**src/margin_watchdog_defines.svh**
```systemverilog
/*
  Constants of the margining and supervision-timer command decoder: bus
  address, operation codes, timer periods and clock rates.
  Assumes a single 100 MHz system clock.
*/
`ifndef MARGIN_WATCHDOG_DEFINES_SVH
`define MARGIN_WATCHDOG_DEFINES_SVH

`define ADDR_FIXED      5'h1D
`define OP_MARGIN       3'h1
`define OP_WATCHDOG     3'h3
`define VALUE_ZERO      5'h00
`define MARGIN_UNUSED   4'hF
`define MARGIN_NOMINAL  4'h0
`define TIMER_PREFIX    2'h1
`define TIMER_PER_00_MS 11'h500
`define TIMER_PER_01_MS 11'h140
`define TIMER_PER_10_MS 11'h050
`define TIMER_PER_11_MS 11'h014
`define CLK_PERIOD_NS   10
`define MS_IN_NS        1000000
`define TICK_CYCLES     (`MS_IN_NS / `CLK_PERIOD_NS)

`endif

```
**src/margin_watchdog_pkg.sv**
```systemverilog
/*
  Types of the margining and supervision-timer command decoder.
  Assumes the constants header is on the include path.
*/
`include "margin_watchdog_defines.svh"

package margin_watchdog_pkg;

  typedef enum logic [5:0] {
    S_IDLE     = 6'h01,
    S_ADDR     = 6'h02,
    S_ADDR_ACK = 6'h04,
    S_DATA     = 6'h08,
    S_DATA_ACK = 6'h10,
    S_IGNORE   = 6'h20
  } bus_state_t;

  typedef enum logic [2:0] {
    ARM_NONE   = 3'h1,
    ARM_MARGIN = 3'h2,
    ARM_TIMER  = 3'h4
  } arm_t;

  typedef struct packed {
    logic [3:0] linear_output;
    logic [3:0] switching_output;
  } margin_codes_t;

  typedef struct packed {
    logic       scl1;
    logic       scl2;
    logic       scl3;
    logic       sda1;
    logic       sda2;
    logic       sda3;
    logic [1:0] straps1;
    logic [1:0] straps2;
    bus_state_t fsm;
    logic [3:0] bit_cnt;
    logic [7:0] shift;
    logic       ack_drive;
    arm_t       armed;
    margin_codes_t margin;
    logic       timer_on;
    logic       timer_window;
    logic [1:0] timer_period;
    logic [16:0] tick_cnt;
    logic [10:0] ms_cnt;
    logic       timer_expired;
  } state_t;

endpackage

```
**src/margin_watchdog_cmd_decoder.sv**
```systemverilog
/*
  Write-only two-wire slave that decodes armed command bytes into output
  margining codes and programs a windowed supervision timer.
  Assumes scl_in and sda_in come from pins (synchronised here), the straps
  are static, and the pad resolves sda from sda_oe with an external pull-up.
*/
`timescale 1ns/1ps
`include "margin_watchdog_defines.svh"

module margin_watchdog_cmd_decoder
  import margin_watchdog_pkg::*;
#(
  parameter int TICK_CYCLES = `TICK_CYCLES
) (
  // Clock and reset.
  input  wire logic          mclk,
  input  wire logic          rst,
  // Two-wire bus pins.
  input  wire logic          scl_in,
  input  wire logic          sda_in,
  output logic               sda_out,
  output logic               sda_oe,
  // Address straps.
  input  wire logic          clock_mode_strap,
  input  wire logic          slave_id_bit_low,
  // Margining codes.
  output margin_codes_t      margin,
  // Supervision timer state.
  output logic               supervision_timer_on,
  output logic               supervision_timer_window,
  output logic [1:0]         supervision_timer_period,
  output logic               supervision_timer_expired
);

  state_t      st;
  state_t      next_st;
  logic        scl_rise;
  logic        scl_fall;
  logic        start_det;
  logic        stop_det;
  logic        exec;
  logic [2:0]  op;
  logic [4:0]  val;
  logic [10:0] per_ms;
  logic        win_open;
  logic [6:0]  own_addr;

  function automatic logic [10:0] period_ms(input logic [1:0] pp);
    case (pp)
      2'h0:    period_ms = `TIMER_PER_00_MS;
      2'h1:    period_ms = `TIMER_PER_01_MS;
      2'h2:    period_ms = `TIMER_PER_10_MS;
      default: period_ms = `TIMER_PER_11_MS;
    endcase
  endfunction

  // Edges are found on the second and third stages only.
  assign scl_rise  = st.scl2 & ~st.scl3;
  assign scl_fall  = ~st.scl2 & st.scl3;
  assign start_det = st.scl2 & st.scl3 & ~st.sda2 & st.sda3;
  assign stop_det  = st.scl2 & st.scl3 & st.sda2 & ~st.sda3;
  assign op        = st.shift[7:5];
  assign val       = st.shift[4:0];
  assign per_ms    = period_ms(st.timer_period);
  assign win_open  = st.ms_cnt >= (per_ms >> 1);
  assign own_addr  = {`ADDR_FIXED, st.straps2};
  // each data byte is executed at the falling edge of its own eighth clock
  assign exec      = scl_fall && st.fsm == S_DATA && st.bit_cnt == 4'h8;

  always_comb begin
    next_st = st;
    next_st.scl1 = scl_in;
    next_st.scl2 = st.scl1;
    next_st.scl3 = st.scl2;
    next_st.sda1 = sda_in;
    next_st.sda2 = st.sda1;
    next_st.sda3 = st.sda2;
    next_st.straps1 = {clock_mode_strap, slave_id_bit_low};
    next_st.straps2 = st.straps1;
    next_st.timer_expired = 1'b0;

    // The timer counts whole milliseconds from a cycle prescaler.
    if (st.timer_on) begin
      if (st.tick_cnt == 17'(TICK_CYCLES - 1)) begin
        next_st.tick_cnt = 17'h00000;
        if (st.ms_cnt == per_ms - 11'h001) begin
          next_st.ms_cnt = 11'h000;
          next_st.timer_expired = 1'b1;
        end else begin
          next_st.ms_cnt = st.ms_cnt + 11'h001;
        end
      end else begin
        next_st.tick_cnt = st.tick_cnt + 17'h00001;
      end
    end

    if (start_det) begin
      next_st.fsm = S_ADDR;
      next_st.bit_cnt = 4'h0;
      next_st.armed = ARM_NONE;
      next_st.ack_drive = 1'b0;
    end else if (stop_det) begin
      next_st.fsm = S_IDLE;
      next_st.armed = ARM_NONE;
      next_st.ack_drive = 1'b0;
    end else if (scl_rise && (st.fsm == S_ADDR || st.fsm == S_DATA)) begin
      next_st.shift = {st.shift[6:0], st.sda2};
      next_st.bit_cnt = st.bit_cnt + 4'h1;
    end else if (scl_fall) begin
      case (st.fsm)
        S_ADDR: begin
          if (st.bit_cnt == 4'h8) begin
            if (st.shift == {own_addr, 1'b0}) begin
              next_st.fsm = S_ADDR_ACK;
              next_st.ack_drive = 1'b1;
            end else begin
              next_st.fsm = S_IGNORE;
            end
          end
        end
        S_ADDR_ACK, S_DATA_ACK: begin
          next_st.fsm = S_DATA;
          next_st.bit_cnt = 4'h0;
          next_st.ack_drive = 1'b0;
        end
        S_DATA: begin
          if (st.bit_cnt == 4'h8) begin
            next_st.fsm = S_DATA_ACK;
            next_st.ack_drive = 1'b1;
          end
        end
        default: begin
        end
      endcase
    end

    if (exec) begin
      // arming byte has a zero value field
      if (val == `VALUE_ZERO && (op == `OP_MARGIN || op == `OP_WATCHDOG)) begin
        if (op == `OP_WATCHDOG && st.armed == ARM_TIMER) begin
          // second timer arming byte stops timer
          next_st.timer_on = 1'b0;
          next_st.tick_cnt = 17'h00000;
          next_st.ms_cnt = 11'h000;
          next_st.armed = ARM_NONE;
        end else begin
          // operation code selects the armed operation
          next_st.armed = (op == `OP_MARGIN) ? ARM_MARGIN : ARM_TIMER;
        end
      end else if (st.armed == ARM_MARGIN && op == `OP_MARGIN &&
                   val[3:0] != `MARGIN_UNUSED) begin
        // bit 4 selects output; low bits give offset code
        // margining stays armed for a second output byte
        if (val[4]) begin
          next_st.margin.switching_output = val[3:0];
        end else begin
          next_st.margin.linear_output = val[3:0];
        end
      end else if (st.armed == ARM_TIMER && op == `OP_WATCHDOG &&
                   val[4:3] == `TIMER_PREFIX) begin
        // start timer; clear and reload together
        // windowed mode only accepts inside open window
        if (!st.timer_on || !st.timer_window || win_open) begin
          next_st.timer_on = 1'b1;
          next_st.timer_window = val[2];
          next_st.timer_period = val[1:0];
          next_st.tick_cnt = 17'h00000;
          next_st.ms_cnt = 11'h000;
        end
        next_st.armed = ARM_NONE;
      end else begin
        // mismatched or undefined bytes drop the arming
        next_st.armed = ARM_NONE;
      end
    end
  end

  always_ff @(posedge mclk) begin
    if (rst) begin
      st <= '0;
      st.scl1 <= 1'b1;
      st.scl2 <= 1'b1;
      st.scl3 <= 1'b1;
      st.sda1 <= 1'b1;
      st.sda2 <= 1'b1;
      st.sda3 <= 1'b1;
      st.fsm <= S_IDLE;
      st.armed <= ARM_NONE;
      st.margin <= {`MARGIN_NOMINAL, `MARGIN_NOMINAL};
    end else begin
      st <= next_st;
    end
  end

  assign sda_out = 1'b0;
  assign sda_oe = st.ack_drive;
  assign margin = st.margin;
  assign supervision_timer_on = st.timer_on;
  assign supervision_timer_window = st.timer_window;
  assign supervision_timer_period = st.timer_period;
  assign supervision_timer_expired = st.timer_expired;
endmodule

```
**config.mk**
```make
export PLATFORM = sky130hd
export DESIGN_NAME = margin_watchdog_cmd_decoder
export DESIGN_NICKNAME = d
export VERILOG_FILES = /design/src/margin_watchdog_pkg.sv /design/src/margin_watchdog_cmd_decoder.sv
export VERILOG_INCLUDE_DIRS = /design/src
export SDC_FILE = /design/constraint.sdc
export NUM_CORES = 1
export LEC_CHECK = 0
export BUFFER_PORTS_ARGS = -buffer_cell sky130_fd_sc_hd__clkbuf_2
export CORE_AREA = 2 2 73 92
export CTS_CLUSTER_DIAMETER = 120
export DETAILED_ROUTE_END_ITERATION = 10
export DIE_AREA = 0 0 75 94
export PLACE_DENSITY = 0.79
export SLEW_MARGIN = 20
export SYNTH_ARGS = -nofsm -noshare
export SYNTH_HDL_FRONTEND = slang
export SYNTH_SLANG_ARGS = --single-unit
```
**constraint.sdc**
```tcl
create_clock -name mclk -period 3.15 [get_ports mclk]
set_input_delay 0.1575 -clock mclk [delete_from_list [all_inputs] [get_ports mclk]]
set_output_delay 0.1575 -clock mclk [all_outputs]
set_load 0.01 [all_outputs]
```
==> results_dict.tcl <==
set metrics [dict create \
    root_buffer "clkbuf_8" \
    cts_tree "built" \
    cts_made_buffers 9 \
    antenna_found_initial 0 \
    p_leak_nw 1.51 \
    antennaDiodeCount 0 \
    final_design_area_no_fill_um2 4110 \
    drc 0 \
    drive_gt1_share_pct 16.6 \
    cp.required_ns 3.36 \
    maxUsedRoutingLayer "met4" \
    fillers 489 \
    finalSetupViolations 0 \
    clk_pin_slew_ns 0.07 \
    finalHoldViolCount 0 \
    cts_setup_buffers 0 \
    via_per_inst 5.81 \
    fmax_mhz 408 \
    endpoint_kind "flop" \
    cts_buffer_depth 2 \
    postPlaceCellArea_um2 3860 \
    wl_met2_mm 4.07 \
    post-route-period-util_pct 77.8 \
    ys.flop_type "dfxtp_1" \
    vdd_ir_drop_max_uv 475 \
    max_cap_violations 0 \
    route.antenna.remaining_nets 0 \
    start_kind "flop" \
    numPortBuffers 19 \
    r2r_setup_slack_ns 0.70 \
    p_int_mw 1.46 \
    critPathCapture "st[16]" \
    finalNetCount 445 \
    synth_edf_count 0 \
    worstPathArrival_ns 2.66 \
    detail_route.first_pass.iterations 4 \
    synth.distinct_cells 63 \
    dp_hpwl_mm 5.42 \
    critical_path_class "flop to flop" \
    synth.cell_area_um2 3870 \
    ys_seq_elements 73 \
    skew_ns 0.00826 \
    sw_frac_of_total_pct 20.2 \
    tightest_slew_ns 0.719 \
    syn-num-nets 447 \
    clock-sinks 73 \
    yosysTopAreaCell "dfxtp_1" \
    grt_max_degree 35 \
    gp_congestion 0.901 \
    die-height_um 94 \
    wl_met3_um 228 \
    gr-total-overflow 0 \
    syn_area_per_cell_um2 9.10 \
    ctsHtreeMaxLevel 3 \
    die_area_um2 7050 \
    synth_top_area_share_pct 37.7 \
    outcome "finished, final reports clean" \
    initial_core_util_pct 63.3 \
    clock_latency_ns 0.35 \
    pin_count 21 \
    synthArstFlopShare_pct 0 \
    reg2reg_to "st[16]" \
    switching_power_uw 370 \
    rows 32 \
    yosysWarnings 0 \
    core_area_um2 6130 \
    holdBufCountCts 2 \
    seq_power_share_pct 51.0 \
    yosysMostFrequentCell "dfxtp_1" \
    ys_seq_area_share_pct 37.7 \
    power.density_nw_per_um2 445 \
    grtUsageTotal_pct 24.0 \
    syn_inst 426 \
    combinationalPowerShare_pct 2.2 \
    crit_fanout 29 \
    post_cts_resized 0 \
    fin_util_pct 67.2 \
    timing.rr.start "supervision_timer_period[1]" \
    fin_tns_setup_ns 0 \
    drt_iter0_markers 143 \
    rsz0062_at_grt "no" \
    syn2layout_area_growth_pct 6.17 \
    worstSetupStartpoint "supervision_timer_period[1]" \
    dieWidth_um 75 \
    min_path_type "input pin to flop" \
    wl_per_cell_um 15.1 \
    synth_common_cells "73 x dfxtp_1, 32 x nor2_1, 29 x nand2_1" \
    slew_headroom_pct 52.0 \
    wirelength_mm 7.75 \
    wirelength_met1_mm 3.25 \
    grt_pass1_wl_mm 13.0 \
    final_max_slew_viol_count 0 \
    rr_worst_depth 9 \
    multi_input_area_um2 2130 \
    grt_pass1_vias 2880 \
    p_clk_share_pct 46.8 \
    seqCellArea_um2 1460 \
    netlist_top_cells_area "dfxtp_1 38%, ha_1 4.8%, xnor2_1 4.5%" \
    hold_slack_ns 0.0283 \
    period_needed_ns 2.45 \
    vias 2974 \
]
worst min-delay path by stage:
stage | from | endpoint | slack (ns) | cells after the start
2_1_floorplan | sda_in | next_st[68] | 0.26 | 1
3_3_place_gp | scl_in | next_st[71] | 0.34 | 2
3_5_place_dp | sda_in | next_st[68] | 0.35 | 2
4_1_cts | slave_id_bit_low | next_st[63] | 0.03 | 2
5_1_grt | slave_id_bit_low | next_st[63] | 0.04 | 2
6_report | slave_id_bit_low | next_st[63] | 0.03 | 2
cell families after synthesis:
kind of cell | share of synthesized area (%)
simple gates | 31.3
flops | 37.7
buf+inv | 7.43
compound gates | 8.33
xor+xnor | 7.23
fa+ha+maj | 4.84
mux | 3.10
other cells | 0.0968
critical path, stage by stage, from the launching register on:
cell,delay (ns)
dfxtp_1,0.46
inv_1,0.16
ha_1,0.30
inv_1,0.04
ha_1,0.28
o2111ai_1,0.10
a31oi_1,0.28
o21a_2,0.23
buf_4,0.35
nor3_1,0.11
power groups by stage:
stage / Sequential, mW / Clock [mW] / Combinational (mW)
6_report: 0.935 / 0.857 / 0.0404
2_1_floorplan: 0.954 / 0 / 0.0319
3_5_place_dp: 0.956 / 0 / 0.0385
4_1_cts: 0.934 / 0.867 / 0.0406
5_1_grt: 0.935 / 0.908 / 0.0455
3_3_place_gp: 0.955 / 0 / 0.0374
final cells by class:
type / instances / area share [%]
clock buffers: 9 / 3.01
clock inverters: 5 / 2.59
inverters: 16 / 1.46
multi-input cells: 301 / 51.7
flip-flops and latches: 73 / 35.5
well taps: 85 / 2.59
repair buffers: 23 / 3.16
sequential cells by signal, summed over array words and instances, names as in the netlist:
name / count
margin: 8
op: 3
sda_oe: 1
st: 48
own_addr: 2
supervision_timer_period: 2
next_st: 6
supervision_timer_expired: 1
supervision_timer_window: 1
supervision_timer_on: 1
routing by layer:
| metal | up-vias | global-route usage (%) |
|---|---|---|
| met5 | - | 0 |
| met4 | 0 | 11.0 |
| met3 | 19 | 4.72 |
| met2 | 63 | 42.3 |
| met1 | 1407 | 27.1 |
| li1 | 1485 | - |
per-stage QoR:
step / setup slack (ns) / instances / power [mW]
global route: 0.523 / 512 / 1.89
global placement: 0.833 / 496 / 0.993
finish: 0.700 / 512 / 1.83
CTS: 0.693 / 512 / 1.84
floorplan: 1.10 / 426 / 0.986
detailed placement: 0.710 / 496 / 0.994
layout by cell type, fill, tap and decap left out, drive strengths merged, types with 2 or more instances in the layout:
| cell | Yosys | routed |
|---|---|---|
| a211oi | 2 | 2 |
| a21oi | 15 | 15 |
| and2 | 3 | 3 |
| and3 | 3 | 3 |
| and4 | 4 | 4 |
| and4b | 2 | 2 |
| and4bb | 2 | 2 |
| buf | 27 | 2 |
| bufinv | 0 | 3 |
| clkbuf | 9 | 28 |
| dfxtp | 73 | 73 |
| dlygate4sd3 | 0 | 2 |
| ha | 15 | 15 |
| inv | 16 | 16 |
| mux2i | 12 | 12 |
| nand2 | 30 | 30 |
| nand2b | 4 | 4 |
| nand3 | 16 | 16 |
| nand4 | 12 | 12 |
| nand4b | 2 | 2 |
| nor2 | 33 | 33 |
| nor2b | 9 | 9 |
| nor3 | 34 | 34 |
| nor4 | 14 | 14 |
| nor4b | 3 | 3 |
| nor4bb | 2 | 2 |
| o2111ai | 3 | 3 |
| o21a | 2 | 2 |
| o21ai | 7 | 7 |
| o22ai | 3 | 3 |
| o31a | 6 | 6 |
| o31ai | 2 | 2 |
| or2 | 9 | 9 |
| or3 | 4 | 4 |
| or3b | 2 | 2 |
| or4 | 3 | 3 |
| xnor2 | 20 | 20 |
| xor2 | 12 | 12 |
Note: power is estimated with default switching activity, not from simulation.
